`src/logic/ddif_pkg.sv`:
```
// ddif_pkg: function codes, timing constants and command carrier for the
// digital input decoder. assumes one 25 MHz core clock.
`default_nettype none
package ddif_pkg;
	localparam int N_TERM = 5;
	localparam logic [5:0] FN_NONE = 6'h00;
	localparam logic [5:0] FN_RESET = 6'h01;
	localparam logic [5:0] FN_COAST_N = 6'h02;
	localparam logic [5:0] FN_CLR_FREEWHEEL_N = 6'h03;
	localparam logic [5:0] FN_QSTOP_N = 6'h04;
	localparam logic [5:0] FN_DCBRAKE_N = 6'h05;
	localparam logic [5:0] FN_STOP_N = 6'h06;
	localparam logic [5:0] FN_START = 6'h07;
	localparam logic [5:0] FN_LATCH_START = 6'h08;
	localparam logic [5:0] FN_REVERSE = 6'h09;
	localparam logic [5:0] FN_REV_START = 6'h0a;
	localparam logic [5:0] FN_START_CW = 6'h0b;
	localparam logic [5:0] FN_START_CCW = 6'h0c;
	localparam logic [5:0] FN_INCH = 6'h0d;
	localparam logic [5:0] FN_FREEZE_REF = 6'h0e;
	localparam logic [5:0] FN_FREEZE_OUT = 6'h0f;
	localparam logic [5:0] FN_SPEED_UP = 6'h10;
	localparam logic [5:0] FN_SPEED_DN = 6'h11;
	localparam logic [5:0] FN_CATCH_UP = 6'h13;
	localparam logic [5:0] FN_SLOW_DN = 6'h14;
	localparam logic [5:0] FN_RAMP2 = 6'h15;
	localparam logic [5:0] FN_PRESET_LSB = 6'h16;
	localparam logic [5:0] FN_PRESET_MSB = 6'h17;
	localparam logic [5:0] FN_PRESET_ON = 6'h18;
	localparam logic [5:0] FN_PRECISE_STOP_N = 6'h1a;
	localparam logic [5:0] FN_PRECISE_SS = 6'h1b;
	localparam logic [5:0] FN_PULSE_REF = 6'h1c;
	localparam logic [5:0] FN_PULSE_FB = 6'h1d;
	localparam logic [5:0] FN_PULSE_IN = 6'h1e;
	localparam logic [5:0] FN_SETUP_LSB = 6'h1f;
	localparam logic [5:0] FN_SETUP_MSB = 6'h20;
	localparam logic [5:0] FN_RESET_START = 6'h21;
	localparam logic [5:0] FN_ENC_REF = 6'h22;
	localparam logic [5:0] FN_ENC_FB = 6'h23;
	localparam logic [5:0] FN_ENC_IN = 6'h24;
	// reset values of the five function selects
	localparam logic [29:0] SEL_RESET = {6'h00, 6'h0d, 6'h03, 6'h09, 6'h07};
	localparam int CLK_HZ = 25_000_000;
	localparam int PULSE_MIN_MS = 14;
	localparam int PULSE_MIN_CYC = (CLK_HZ / 1000) * PULSE_MIN_MS;
	localparam int GLITCH_CYC = 4;
	localparam logic [2:0] GLITCH_MAX = 3'h3;

	typedef struct packed {
		logic coast;
		logic quick_stop;
		logic dc_brake;
		logic ramp_stop;
		logic run;
		logic reverse;
		logic dir_lock_cw;
		logic dir_lock_ccw;
		logic inch;
		logic alarm_clear;
		logic ramp2;
		logic [1:0] preset_sel;
		logic preset_on;
		logic [1:0] setup_sel;
		logic catch_up;
		logic slow_down;
		logic freeze_ref;
		logic freeze_out;
		logic step_up;
		logic step_dn;
		logic precise_stop;
	} ddif_cmd_s;
endpackage : ddif_pkg
`default_nettype wire

```
`src/logic/ddif_top.sv`:
```
// ddif_top: conditions the five input terminals and turns their selected
// functions into drive commands. assumes pins asynchronous, selects static.
`default_nettype none
////////////////////////////////////////////////////////////////////////////////
// Overview of operation
// - each of five terminals has its own function select
// - codes 0..13: none, reset, inverse stops, start variants, inch
// - codes 14..17, 19..24, 31..33 valid on every terminal
// - encoder codes 34..36 on last two terminals only, identical settings
// - terminal four refuses pulse ref/feedback when output is pulse output
// - a terminal with no function is ignored
// - reset clears alarm on rising edge; trip-locked alarms stay
// - coast inverse low switches output stage off at once
// - clear-and-freewheel low coasts; reset on its falling edge
// - quick-stop inverse low ramps down on quick-stop ramp
// - direct_current_brake_n low brakes only if time and voltage nonzero
// - stop inverse low ramps to standstill on selected ramp
// - start high runs, low stops
// - latched start after 14 ms high; runs until stop
// - reversing inverts direction, no start; ignored in closed loop
// - reverse-and-start starts and reverses; ignored in closed loop
// - cw-only and ccw-only starts lock rotation direction
// - inch forces jog frequency; suppressed by coast, quick stop, dc brake
// - freeze holds reference, kept over stop and mains loss
// - speed up/down step once per 14 ms high then 14 ms low, only while freeze ref or freeze out is active
// - preset selects form a two-bit binary code
module ddif_top (
	input wire logic core_clk_i,
	input wire logic rst_i,
	input wire logic [4:0] term_i,
	input wire logic [29:0] func_sel_i,
	input wire logic pulse_out_mode_i,
	input wire logic closed_loop_i,
	input wire logic dc_time_nonzero_i,
	input wire logic dc_volt_nonzero_i,
	input wire logic alarm_trip_locked_i,
	output logic [29:0] func_eff_o,
	output logic [4:0] sel_refused_o,
	output ddif_pkg::ddif_cmd_s cmd_o
);
	////////////////////////////////////////////////////////////////////////
	function automatic logic code_ok(input int t, input logic [5:0] c);
		logic ok;
		ok = 1'b0;
		if (c <= ddif_pkg::FN_SPEED_DN) begin
			ok = 1'b1;
		end else if (c >= ddif_pkg::FN_CATCH_UP && c <= ddif_pkg::FN_PRESET_ON) begin
			ok = 1'b1;
		end else if (c >= ddif_pkg::FN_SETUP_LSB && c <= ddif_pkg::FN_RESET_START) begin
			ok = 1'b1;
		end else if (c == ddif_pkg::FN_PRECISE_STOP_N || c == ddif_pkg::FN_PRECISE_SS) begin
			ok = (t < 2);
		end else if (c == ddif_pkg::FN_PULSE_REF || c == ddif_pkg::FN_PULSE_FB) begin
			ok = (t >= 3);
		end else if (c == ddif_pkg::FN_PULSE_IN) begin
			ok = (t == 4);
		end else if (c >= ddif_pkg::FN_ENC_REF && c <= ddif_pkg::FN_ENC_IN) begin
			ok = (t >= 3);
		end
		return ok;
	endfunction : code_ok

	////////////////////////////////////////////////////////////////////////
	// synchroniser and deglitch filter per terminal
	logic [4:0] sync1_reg;
	logic [4:0] sync2_reg;
	logic [4:0] lvl_reg;
	logic [4:0] lvl_d_reg;
	logic [2:0] flt_cnt_reg [5];
	always_ff @(posedge core_clk_i) begin
		if (rst_i) begin
			sync1_reg <= 5'h00;
			sync2_reg <= 5'h00;
		end else begin
			sync1_reg <= term_i;
			sync2_reg <= sync1_reg;
		end
	end
	genvar g;
	// one process for all terminals keeps each filter register single-driven
	always_ff @(posedge core_clk_i) begin
		for (int t = 0; t < ddif_pkg::N_TERM; t++) begin
			if (rst_i) begin
				flt_cnt_reg[t] <= 3'h0;
				lvl_reg[t] <= 1'b0;
			end else if (sync2_reg[t] == lvl_reg[t]) begin
				flt_cnt_reg[t] <= 3'h0;
			end else if (flt_cnt_reg[t] == ddif_pkg::GLITCH_MAX) begin
				flt_cnt_reg[t] <= 3'h0;
				lvl_reg[t] <= sync2_reg[t];
			end else begin
				flt_cnt_reg[t] <= flt_cnt_reg[t] + 3'h1;
			end
		end
	end
	always_ff @(posedge core_clk_i) begin
		if (rst_i) begin
			lvl_d_reg <= 5'h00;
		end else begin
			lvl_d_reg <= lvl_reg;
		end
	end

	////////////////////////////////////////////////////////////////////////
	// effective function per terminal; refused codes fall back to none
	logic [5:0] eff [5];
	logic [4:0] refused;
	for (g = 0; g < ddif_pkg::N_TERM; g++) begin : g_sel
		wire logic [5:0] req = func_sel_i[6*g +: 6];
		wire logic pulse_blk = (g == 3) && pulse_out_mode_i
			&& (req == ddif_pkg::FN_PULSE_REF || req == ddif_pkg::FN_PULSE_FB);
		wire logic enc_code = req >= ddif_pkg::FN_ENC_REF && req <= ddif_pkg::FN_ENC_IN;
		wire logic enc_mismatch = enc_code && (func_sel_i[23:18] != func_sel_i[29:24]);
		assign refused[g] = !code_ok(g, req) || pulse_blk || enc_mismatch;
		assign eff[g] = refused[g] ? ddif_pkg::FN_NONE : req;
	end

	wire logic [29:0] eff_all = {eff[4], eff[3], eff[2], eff[1], eff[0]};

	// level, rise and fall of all terminals carrying a given function;
	// a terminal set to none matches nothing, so it is ignored.
	// selects come in as an argument so continuous users follow a select change
	function automatic logic any_hi(input logic [5:0] f, input logic [4:0] l,
		input logic [29:0] e);
		logic r;
		r = 1'b0;
		for (int t = 0; t < ddif_pkg::N_TERM; t++) begin
			if (e[6*t +: 6] == f && f != ddif_pkg::FN_NONE && l[t]) begin
				r = 1'b1;
			end
		end
		return r;
	endfunction : any_hi

	// edges ignored until the sync and filter chain has refilled after reset,
	// otherwise a pin already high at release would look like a fresh edge
	logic [3:0] settle_reg;
	wire logic settled = settle_reg == 4'(ddif_pkg::GLITCH_CYC + 3);
	always_ff @(posedge core_clk_i) begin
		if (rst_i) begin
			settle_reg <= 4'h0;
		end else if (!settled) begin
			settle_reg <= settle_reg + 4'h1;
		end
	end
	wire logic [4:0] rise = lvl_reg & ~lvl_d_reg & {5{settled}};
	wire logic [4:0] fall = ~lvl_reg & lvl_d_reg & {5{settled}};
	// inverse functions: active when some terminal carrying them is low
	wire logic coast = any_hi(ddif_pkg::FN_COAST_N, ~lvl_reg, eff_all)
		|| any_hi(ddif_pkg::FN_CLR_FREEWHEEL_N, ~lvl_reg, eff_all);
	wire logic qstop = any_hi(ddif_pkg::FN_QSTOP_N, ~lvl_reg, eff_all);
	wire logic dcbrk = any_hi(ddif_pkg::FN_DCBRAKE_N, ~lvl_reg, eff_all)
		&& dc_time_nonzero_i && dc_volt_nonzero_i;
	wire logic rstop = any_hi(ddif_pkg::FN_STOP_N, ~lvl_reg, eff_all)
		|| any_hi(ddif_pkg::FN_PRECISE_STOP_N, ~lvl_reg, eff_all);
	wire logic any_stop = coast || qstop || dcbrk || rstop;
	wire logic clr_ev = (any_hi(ddif_pkg::FN_RESET, rise, eff_all)
		|| any_hi(ddif_pkg::FN_CLR_FREEWHEEL_N, fall, eff_all)
		|| any_hi(ddif_pkg::FN_RESET_START, rise, eff_all))
		&& !alarm_trip_locked_i;
	wire logic open_loop = !closed_loop_i;
	wire logic rev_start = any_hi(ddif_pkg::FN_REV_START, lvl_reg, eff_all)
		&& open_loop;
	wire logic cw = any_hi(ddif_pkg::FN_START_CW, lvl_reg, eff_all);
	wire logic ccw = any_hi(ddif_pkg::FN_START_CCW, lvl_reg, eff_all);
	wire logic lvl_start = any_hi(ddif_pkg::FN_START, lvl_reg, eff_all)
		|| any_hi(ddif_pkg::FN_RESET_START, lvl_reg, eff_all)
		|| any_hi(ddif_pkg::FN_PRECISE_SS, lvl_reg, eff_all);
	wire logic latch_in = any_hi(ddif_pkg::FN_LATCH_START, lvl_reg, eff_all);
	wire logic up_in = any_hi(ddif_pkg::FN_SPEED_UP, lvl_reg, eff_all);
	wire logic dn_in = any_hi(ddif_pkg::FN_SPEED_DN, lvl_reg, eff_all);
	wire logic frz_ref = any_hi(ddif_pkg::FN_FREEZE_REF, lvl_reg, eff_all);
	wire logic frz_out = any_hi(ddif_pkg::FN_FREEZE_OUT, lvl_reg, eff_all);

	////////////////////////////////////////////////////////////////////////
	// latched start: 14 ms high arms a run that only a stop ends
	logic [18:0] latch_cnt_reg;
	logic latched_run_reg;
	wire logic latch_done = latch_cnt_reg == 19'(ddif_pkg::PULSE_MIN_CYC - 1);
	always_ff @(posedge core_clk_i) begin
		if (rst_i) begin
			latch_cnt_reg <= 19'h0;
			latched_run_reg <= 1'b0;
		end else begin
			latch_cnt_reg <= (latch_in && !latch_done) ? latch_cnt_reg + 19'h1
				: (latch_in ? latch_cnt_reg : 19'h0);
			if (any_stop) begin
				latched_run_reg <= 1'b0;
			end else if (latch_in && latch_done) begin
				latched_run_reg <= 1'b1;
			end
		end
	end

	////////////////////////////////////////////////////////////////////////
	// speed step qualifier: 14 ms high then 14 ms low per step; a step fires only while frozen
	typedef enum logic [2:0] {
		ST_IDLE = 3'b001,
		ST_HIGH = 3'b010,
		ST_LOW = 3'b100
	} ddif_step_e;
	ddif_step_e step_st_reg;
	logic [18:0] step_cnt_reg;
	logic step_dn_reg;
	logic step_fire;
	wire logic step_in = up_in || dn_in;
	wire logic step_full = step_cnt_reg == 19'(ddif_pkg::PULSE_MIN_CYC - 1);
	wire logic frozen = frz_ref || frz_out;
	always_ff @(posedge core_clk_i) begin
		if (rst_i) begin
			step_st_reg <= ST_IDLE;
			step_cnt_reg <= 19'h0;
			step_dn_reg <= 1'b0;
		end else begin
			unique case (step_st_reg)
				ST_IDLE: begin
					step_cnt_reg <= 19'h0;
					if (step_in) begin
						step_st_reg <= ST_HIGH;
						step_dn_reg <= dn_in;
					end
				end
				ST_HIGH: begin
					if (!step_in) begin
						step_st_reg <= ST_IDLE;
					end else if (step_full) begin
						step_st_reg <= ST_LOW;
						step_cnt_reg <= 19'h0;
					end else begin
						step_cnt_reg <= step_cnt_reg + 19'h1;
					end
				end
				ST_LOW: begin
					if (step_in) begin
						step_cnt_reg <= 19'h0; // low gap restarts
					end else if (step_full) begin
						step_st_reg <= ST_IDLE;
					end else begin
						step_cnt_reg <= step_cnt_reg + 19'h1;
					end
				end
			endcase
		end
	end
	assign step_fire = (step_st_reg == ST_LOW) && !step_in && step_full && frozen;

	////////////////////////////////////////////////////////////////////////
	// command outputs, all registered
	ddif_pkg::ddif_cmd_s cmd_next;
	always_comb begin
		cmd_next = '0;
		cmd_next.coast = coast;
		cmd_next.quick_stop = qstop;
		cmd_next.dc_brake = dcbrk;
		cmd_next.ramp_stop = rstop;
		cmd_next.run = !any_stop && (lvl_start || latched_run_reg || rev_start
			|| cw || ccw);
		cmd_next.reverse = rev_start
			|| (any_hi(ddif_pkg::FN_REVERSE, lvl_reg, eff_all) && open_loop);
		cmd_next.dir_lock_cw = cw;
		cmd_next.dir_lock_ccw = ccw;
		cmd_next.inch = any_hi(ddif_pkg::FN_INCH, lvl_reg, eff_all)
			&& !(coast || qstop || dcbrk);
		cmd_next.alarm_clear = clr_ev;
		cmd_next.ramp2 = any_hi(ddif_pkg::FN_RAMP2, lvl_reg, eff_all);
		cmd_next.preset_sel = {any_hi(ddif_pkg::FN_PRESET_MSB, lvl_reg, eff_all),
			any_hi(ddif_pkg::FN_PRESET_LSB, lvl_reg, eff_all)};
		cmd_next.preset_on = any_hi(ddif_pkg::FN_PRESET_ON, lvl_reg, eff_all);
		cmd_next.setup_sel = {any_hi(ddif_pkg::FN_SETUP_MSB, lvl_reg, eff_all),
			any_hi(ddif_pkg::FN_SETUP_LSB, lvl_reg, eff_all)};
		cmd_next.catch_up = any_hi(ddif_pkg::FN_CATCH_UP, lvl_reg, eff_all)
			&& !any_hi(ddif_pkg::FN_SLOW_DN, lvl_reg, eff_all);
		cmd_next.slow_down = any_hi(ddif_pkg::FN_SLOW_DN, lvl_reg, eff_all);
		cmd_next.freeze_ref = frz_ref;
		cmd_next.freeze_out = frz_out;
		cmd_next.step_up = step_fire && !step_dn_reg;
		cmd_next.step_dn = step_fire && step_dn_reg;
		cmd_next.precise_stop = any_hi(ddif_pkg::FN_PRECISE_STOP_N, ~lvl_reg, eff_all);
	end
	always_ff @(posedge core_clk_i) begin
		if (rst_i) begin
			cmd_o <= '0;
			func_eff_o <= ddif_pkg::SEL_RESET;
			sel_refused_o <= 5'h00;
		end else begin
			cmd_o <= cmd_next;
			func_eff_o <= eff_all;
			sel_refused_o <= refused;
		end
	end

	////////////////////////////////////////////////////////////////////////
	coast_out_a: assert property (@(posedge core_clk_i) disable iff (rst_i)
		coast |=> cmd_o.coast) else $error("coast not issued");
	inch_block_a: assert property (@(posedge core_clk_i) disable iff (rst_i)
		cmd_o.inch |-> !(cmd_o.coast || cmd_o.quick_stop || cmd_o.dc_brake))
		else $error("inch during stop");
	dc_gate_a: assert property (@(posedge core_clk_i) disable iff (rst_i)
		(!dc_time_nonzero_i || !dc_volt_nonzero_i) |=> !cmd_o.dc_brake)
		else $error("dc brake without settings");
	run_stop_a: assert property (@(posedge core_clk_i) disable iff (rst_i)
		any_stop |=> !cmd_o.run) else $error("run during stop");
	trip_lock_a: assert property (@(posedge core_clk_i) disable iff (rst_i)
		alarm_trip_locked_i |=> !cmd_o.alarm_clear) else $error("locked alarm cleared");
	loop_rev_a: assert property (@(posedge core_clk_i) disable iff (rst_i)
		closed_loop_i |=> !cmd_o.reverse) else $error("reverse in closed loop");
	pulse_blk_a: assert property (@(posedge core_clk_i) disable iff (rst_i)
		pulse_out_mode_i |=> func_eff_o[23:18] != ddif_pkg::FN_PULSE_REF)
		else $error("pulse ref on terminal four");
	step_pair_a: assert property (@(posedge core_clk_i) disable iff (rst_i)
		cmd_o.step_up |-> !$past(cmd_o.step_up)) else $error("step repeated");
	pin_pos_a: assert property (@(posedge core_clk_i) disable iff (rst_i)
		1'b1 |=> func_eff_o[17:12] != ddif_pkg::FN_PRECISE_SS)
		else $error("precise code on terminal three");
endmodule : ddif_top
`default_nettype wire

```
`config.mk`:
```
export PLATFORM = sky130hd
export DESIGN_NAME = ddif_top
export DESIGN_NICKNAME = d
export VERILOG_FILES = /design/src/logic/ddif_pkg.sv /design/src/logic/ddif_top.sv
export SDC_FILE = /design/constraint.sdc
export NUM_CORES = 1
export LEC_CHECK = 0
export ABC_AREA = 1
export BUFFER_PORTS_ARGS = -buffer_cell sky130_fd_sc_hd__buf_4
export CELL_PAD_IN_SITES_DETAIL_PLACEMENT = 1
export CELL_PAD_IN_SITES_GLOBAL_PLACEMENT = 2
export CORE_UTILIZATION = 32
export CTS_BUF_LIST = sky130_fd_sc_hd__clkbuf_16
export DETAILED_ROUTE_END_ITERATION = 10
export PLACE_DENSITY_LB_ADDON = 0.2
export SKIP_CTS_REPAIR_TIMING = 1
export SYNTH_ARGS = -nofsm -noshare
export SYNTH_HDL_FRONTEND = slang
export SYNTH_SLANG_ARGS = --single-unit
```
`constraint.sdc`:
```
create_clock -name core_clk_i -period 2.4 [get_ports core_clk_i]
set_input_delay 0.24 -clock core_clk_i [delete_from_list [all_inputs] [get_ports core_clk_i]]
set_output_delay 0.24 -clock core_clk_i [all_outputs]
set_load 0.02 [all_outputs]
```
# Yosys cells after proc, flatten, opt, wreduce, memory -nomap -nowiden

Memory sizes are Yosys's and may differ from the RTL's.
Index checks and enable logic that the tools add are counted.

Register bits after elaboration: 125
Bits in writable memories: 15
Word-level logic and storage cells: 786
Memories kept: 1

Memories:

| memory      | words | width | rd ports | clocked after Yosys merged registers in | write ports | RTL line       | RTL |
|---|---|---|---|---|---|---|---|
| flt_cnt_reg | 5     | 3     | 5        | 0                                       | 5           | ddif_top.sv:69 | `logic [2:0] flt_cnt_reg [5];` |

$add $sub $neg: 8
$lt $le $gt $ge: 35
Equality and inequality tests: 178
Mux-type cells: 265
Bitwise gates (word level): 26
Reductions and logical operators: 236

Operators with widths:

| kind                  | number |
|---|---|
| $eq 6x5->1 const B    | 69 |
| $eq 6x4->1 const B    | 40 |
| $mux 1                | 232 |
| $logic_and 1x1->1     | 186 |
| $eq 6x3->1 const B    | 20 |
| $mux 19               | 6 |
| $eq 6x2->1 const B    | 10 |
| $eq 6x6->1 const B    | 10 |
| $ge 6x5->1 const B    | 10 |
| $le 6x5->1 const B    | 10 |
| $le 6x6->1 const B    | 10 |
| $mux 3                | 20 |
| $pmux 19 s3           | 1 |
| $add 19x1->19 const B | 2 |
| $eq 19x19->1 const B  | 2 |
| $eq 6x1->1 const B    | 5 |
| $ge 6x6->1 const B    | 5 |
| $mux 6                | 5 |
| $logic_or 1x1->1      | 28 |
| $and 5x5->5           | 4 |
| $eq 3x2->1 const B    | 6 |
| $add 3x1->3 const B   | 5 |
| $or 1x1->1            | 15 |
| $reduce_and 2->1      | 7 |
| other kinds (15)      | 40 |

# Depth between registers and ports, before layout

Depth in word-level cells: 24
Mapped depth: 20
Gate-level depth less buffers: 19

# Worst setup path after synthesis

OpenSTA, ideal clock, no wires.

Path kind: register to register
Start point: register step_cnt_reg[0]
End point: register step_cnt_reg[6]
Library setup time: 128 ps
Arrival: 2,045 ps
Setup slack: 228 ps
Stages on the path, launching flop included: 11
Path buffers: 1
Period minus slack after synthesis: 2,172 ps
Cells stage by stage: dfxtp_1 ha_1 nand3_1 or4_1 nor4_1 nand3_4 nand2_2 buf_4 nand2_1 nand2_1 nor2_1

Cells in the longest elaborated chain, start to end: 4

RTL lines:

| what                                                 | RTL line                                          | RTL |
|---|---|---|
| from (decl)                                          | ddif_top.sv:203                                   | `logic [18:0] step_cnt_reg;` |
| from (signal assigned)                               | ddif_top.sv:230                                   | `step_cnt_reg <= step_cnt_reg + 19'h1;` |
| from (signal assigned)                               | ddif_top.sv:239                                   | `step_cnt_reg <= step_cnt_reg + 19'h1;` |
| $add 19x1->19 / $eq 19x19->1 (equally long branches) | ddif_top.sv:230, ddif_top.sv:239, ddif_top.sv:207 |  |
| $mux 19, on equally long branches                    | ddif_top.sv:236, ddif_top.sv:226                  |  |
| $mux 19, on equally long branches                    | ddif_top.sv:234, ddif_top.sv:224                  |  |
| $pmux 19 s3                                          | ddif_top.sv:215                                   | `unique case (step_st_reg)` |

Parallel ways exist; a longest one is shown, timed or not. The select of a mux whose other input is x is not followed.
A chain may end at the register's enable or synchronous reset.

# Worst setup path in the final report

Start point: register step_cnt_reg[1]
End point: register step_cnt_reg[17]

Same word-level chain as after synthesis.

==> run summary <==
=====================================================================================
Post-detail-place hpwl .................................................      21.4 mm
Number of synthesized flops with an enable pin .........................           15
Via density ............................................................         4.85
Clock tree from TritonCTS ..............................................        built
Die boundary height ....................................................       158 µm
Chip Width .............................................................       158 µm
Registers with the most flip-flops ..................................... func_eff_o (30), cmd_o (23)
Global routing met1 resource utilization ...............................        0.298
Fin Clk Skew ...........................................................      17.3 ps
Count of pins on the block boundary ....................................          100
Startpoint of the worst setup timing path .............................. step_cnt_reg[1]
Clock-pin slew on the worst setup and hold paths .......................        60 ps
Largest net degree at the start of global routing ......................           25
Deepest clock path buffer count ........................................            2
Htree depth ............................................................            4
GR met2 Demand/Resource ................................................        0.381
Hold slack final .......................................................      14.7 ps
Largest register FFs ...................................................           30
Vias in the first global route .........................................         8522
DR iter-0 viols ........................................................          295
Ys Warns ...............................................................            0
First-pass iteration count of the detailed router ......................            5
Max rail drop VDD ......................................................     0.483 mV
Clock insertion delay at the later pin of the skew report ..............       430 ps
Max-cap violations .....................................................            0
Initial Util ...........................................................        0.329
Area leader, netlist ................................................... sky130_fd_sc_hd__dfxtp_1
Result of the run ...................................................... complete, no violations
Arrival time at the worst endpoint .....................................      2590 ps
Sum of overflow across all layers after global routing .................            0
Rel. slew slack ........................................................        0.569
Critical path data required time .......................................      2720 ps
Overall via count from detail_route ....................................         8326
Critical register-to-register path startpoint .......................... step_cnt_reg[1]
Most crowded layer after global routing ................................         met2
Share of post-route cells with drive strength above 1 ..................        0.185
Quantity of I/O buffers inserted on ports ..............................           99
CORE AREA ..............................................................    23600 µm²
Final-report hold violation count ......................................            0
Leak ...................................................................      4.68 nW
Startpoint Class .......................................................         flop
Setup slack of the critical path after layout ..........................       128 ps
Setup Slack @ Placement ................................................     -52.7 ps
Routed len/inst ........................................................      15.7 µm
Sequential share of the synthesized area ...............................        0.381
Main area contributors after synthesis ................................. sky130_fd_sc_hd__dfxtp_1, sky130_fd_sc_hd__nand2_1, sky130_fd_sc_hd__nor2_1
Top_reg_cell synth ..................................................... sky130_fd_sc_hd__dfxtp_1
RSZ-0062 raised after global routing ...................................        false
Area delta synth->final ................................................        31.8%
WS Path Type ........................................................... flop to flop
Flip-flop and latch count after synthesis ..............................          140
Actual slew at the worst max-slew pin ..................................       640 ps
Number of DRC violations after detailed routing ........................            0
RD Place Congestion ....................................................        0.922
Number of instances in the synthesized netlist .........................         1193
Number of sinks on the clock net .......................................          140
Max Freq ...............................................................    0.440 GHz
Capturing element type of the critical path ............................         flop
Final core utilization .................................................        0.433
Type of the most critical hold path .................................... input port to flop
Register containing the most flip-flops in the final layout ............   func_eff_o
Number of nets in the final layout .....................................         1441
Share of Yosys cell area claimed by the top area cell type .............        0.323
Total of endpoints with negative setup slack in the final report .......            0
Max-slew violations ....................................................            0
Most frequent standard cell in the layout excluding fill and tap cells . sky130_fd_sc_hd__nand2_1
Clock buffers created by TritonCTS .....................................           17
Hold Path Origin .......................................................    term_i[2]
Highest fanout seen on the critical path ...............................            9
Fraction of the cycle the final worst path needs .......................        0.947
Time the final worst path needs with I/O delays and setup ..............      2270 ps
Average footprint of a synthesized cell ................................     6.50 µm²
Final total negative setup slack .......................................         0 ps
Global-route wire length before repair .................................      43.6 mm
Top library cells by usage in the layout, fill and taps aside .......... sky130_fd_sc_hd__nand2_1, sky130_fd_sc_hd__nor2_1, sky130_fd_sc_hd__buf_4
Full die area ..........................................................    24900 µm²
Cell at the root of the clock tree ..................................... sky130_fd_sc_hd__clkbuf_16
Detail Route Antenna Nets ..............................................            0
Areal power density over the cells .....................................   612 nW/µm²
Antenna diode count ....................................................            0
Mapped cell area .......................................................     7760 µm²
Total wire length after detailed routing ...............................      27.0 mm
Global router's overall resource usage .................................        0.229
GR Layer Usage met3 ....................................................       0.0389
Unique cell type count in the Yosys netlist ............................           47
Row count ..............................................................           56
Post-synth ARST share ..................................................            0
Antenna violations before repair .......................................            0
=====================================================================================
synth_stat cells, types with 3 or more instances:
cell,n
sky130_fd_sc_hd__o21ai_0,36
sky130_fd_sc_hd__a221oi_1,3
sky130_fd_sc_hd__a21oi_1,41
sky130_fd_sc_hd__xor2_1,13
sky130_fd_sc_hd__nand3_2,3
sky130_fd_sc_hd__nor2_4,4
sky130_fd_sc_hd__ha_1,13
sky130_fd_sc_hd__buf_4,5
sky130_fd_sc_hd__o211ai_1,11
sky130_fd_sc_hd__edfxtp_1,15
sky130_fd_sc_hd__nand3_1,92
sky130_fd_sc_hd__nand2_2,4
sky130_fd_sc_hd__nand2_1,269
sky130_fd_sc_hd__nor3_1,43
sky130_fd_sc_hd__o22ai_1,7
sky130_fd_sc_hd__buf_2,8
sky130_fd_sc_hd__inv_1,164
sky130_fd_sc_hd__nand3b_1,3
sky130_fd_sc_hd__dfxtp_1,125
sky130_fd_sc_hd__nand4_1,33
sky130_fd_sc_hd__nor2_1,234
sky130_fd_sc_hd__inv_2,8
sky130_fd_sc_hd__nor4_1,13
sky130_fd_sc_hd__clkbuf_1,16
sky130_fd_sc_hd__a211oi_1,3
area by class of cell:
class | count | area (µm²)
Clock buffer | 17 | 425
Sequential cell | 140 | 2950
Timing Repair Buffer | 192 | 1470
Tap cell | 319 | 399
Fill cell | 3149 | 13400
Inverter | 173 | 649
Multi-Input combinational cell | 862 | 4120
Clock inverter | 15 | 213
kinds of logic after synthesis:
| group | share of synthesized area |
|---|---|
| simple gates | 0.395 |
| xor+xnor | 0.0147 |
| compound gates | 0.0853 |
| fa+ha+maj | 0.0210 |
| flops | 0.381 |
| buf+inv | 0.103 |
| other cells | 0.000483 |
routing by layer:
layer	routed length, µm	share of wire
met1	12800	0.47
met2	12600	0.46
met3	1040	0.039
met4	636	0.024
met5	0	0
metrics by stage:
| stage | total power, mW | instances | cell area [µm²] |
|---|---|---|---|
| 2_1_floorplan | 2.99 | 1207 | 7810 |
| 3_3_place_gp | 3.39 | 1686 | 9530 |
| 3_5_place_dp | 3.40 | 1686 | 9530 |
| 4_1_cts | 6.34 | 1718 | 10200 |
| 5_1_grt | 6.53 | 1718 | 10200 |
| 6_report | 6.26 | 1718 | 10200 |
worst max-delay path, cell delays in order (launching register included):
cell                      delay, ps
sky130_fd_sc_hd__dfxtp_1        360
sky130_fd_sc_hd__ha_2           240
sky130_fd_sc_hd__nand3_4        120
sky130_fd_sc_hd__or4_1          580
sky130_fd_sc_hd__nor4_2         170
sky130_fd_sc_hd__buf_4          170
sky130_fd_sc_hd__nand3_4         80
sky130_fd_sc_hd__nand2_2        100
sky130_fd_sc_hd__buf_4          170
sky130_fd_sc_hd__nand2_1         70
sky130_fd_sc_hd__nand2_1         60
sky130_fd_sc_hd__nor2_1          40
path summary, 6_finish.rpt:
check	end	slack [ps]	depth (start not counted)
worst min register to register	sync2_reg[0]	400	2
worst max register to register	step_cnt_reg[17]	130	11
worst min-delay path	sync1_reg[2]	10	3
worst max-delay path	step_cnt_reg[17]	130	11
power breakdown:
group	leakage, nW	internal (mW)	total (mW)	switching [mW]
Clock	0.313	1.76	2.91	1.15
Combinational	3.20	0.325	0.857	0.531
Sequential	1.17	2.45	2.49	0.0449
Note: power is estimated with default switching activity, not from simulation.
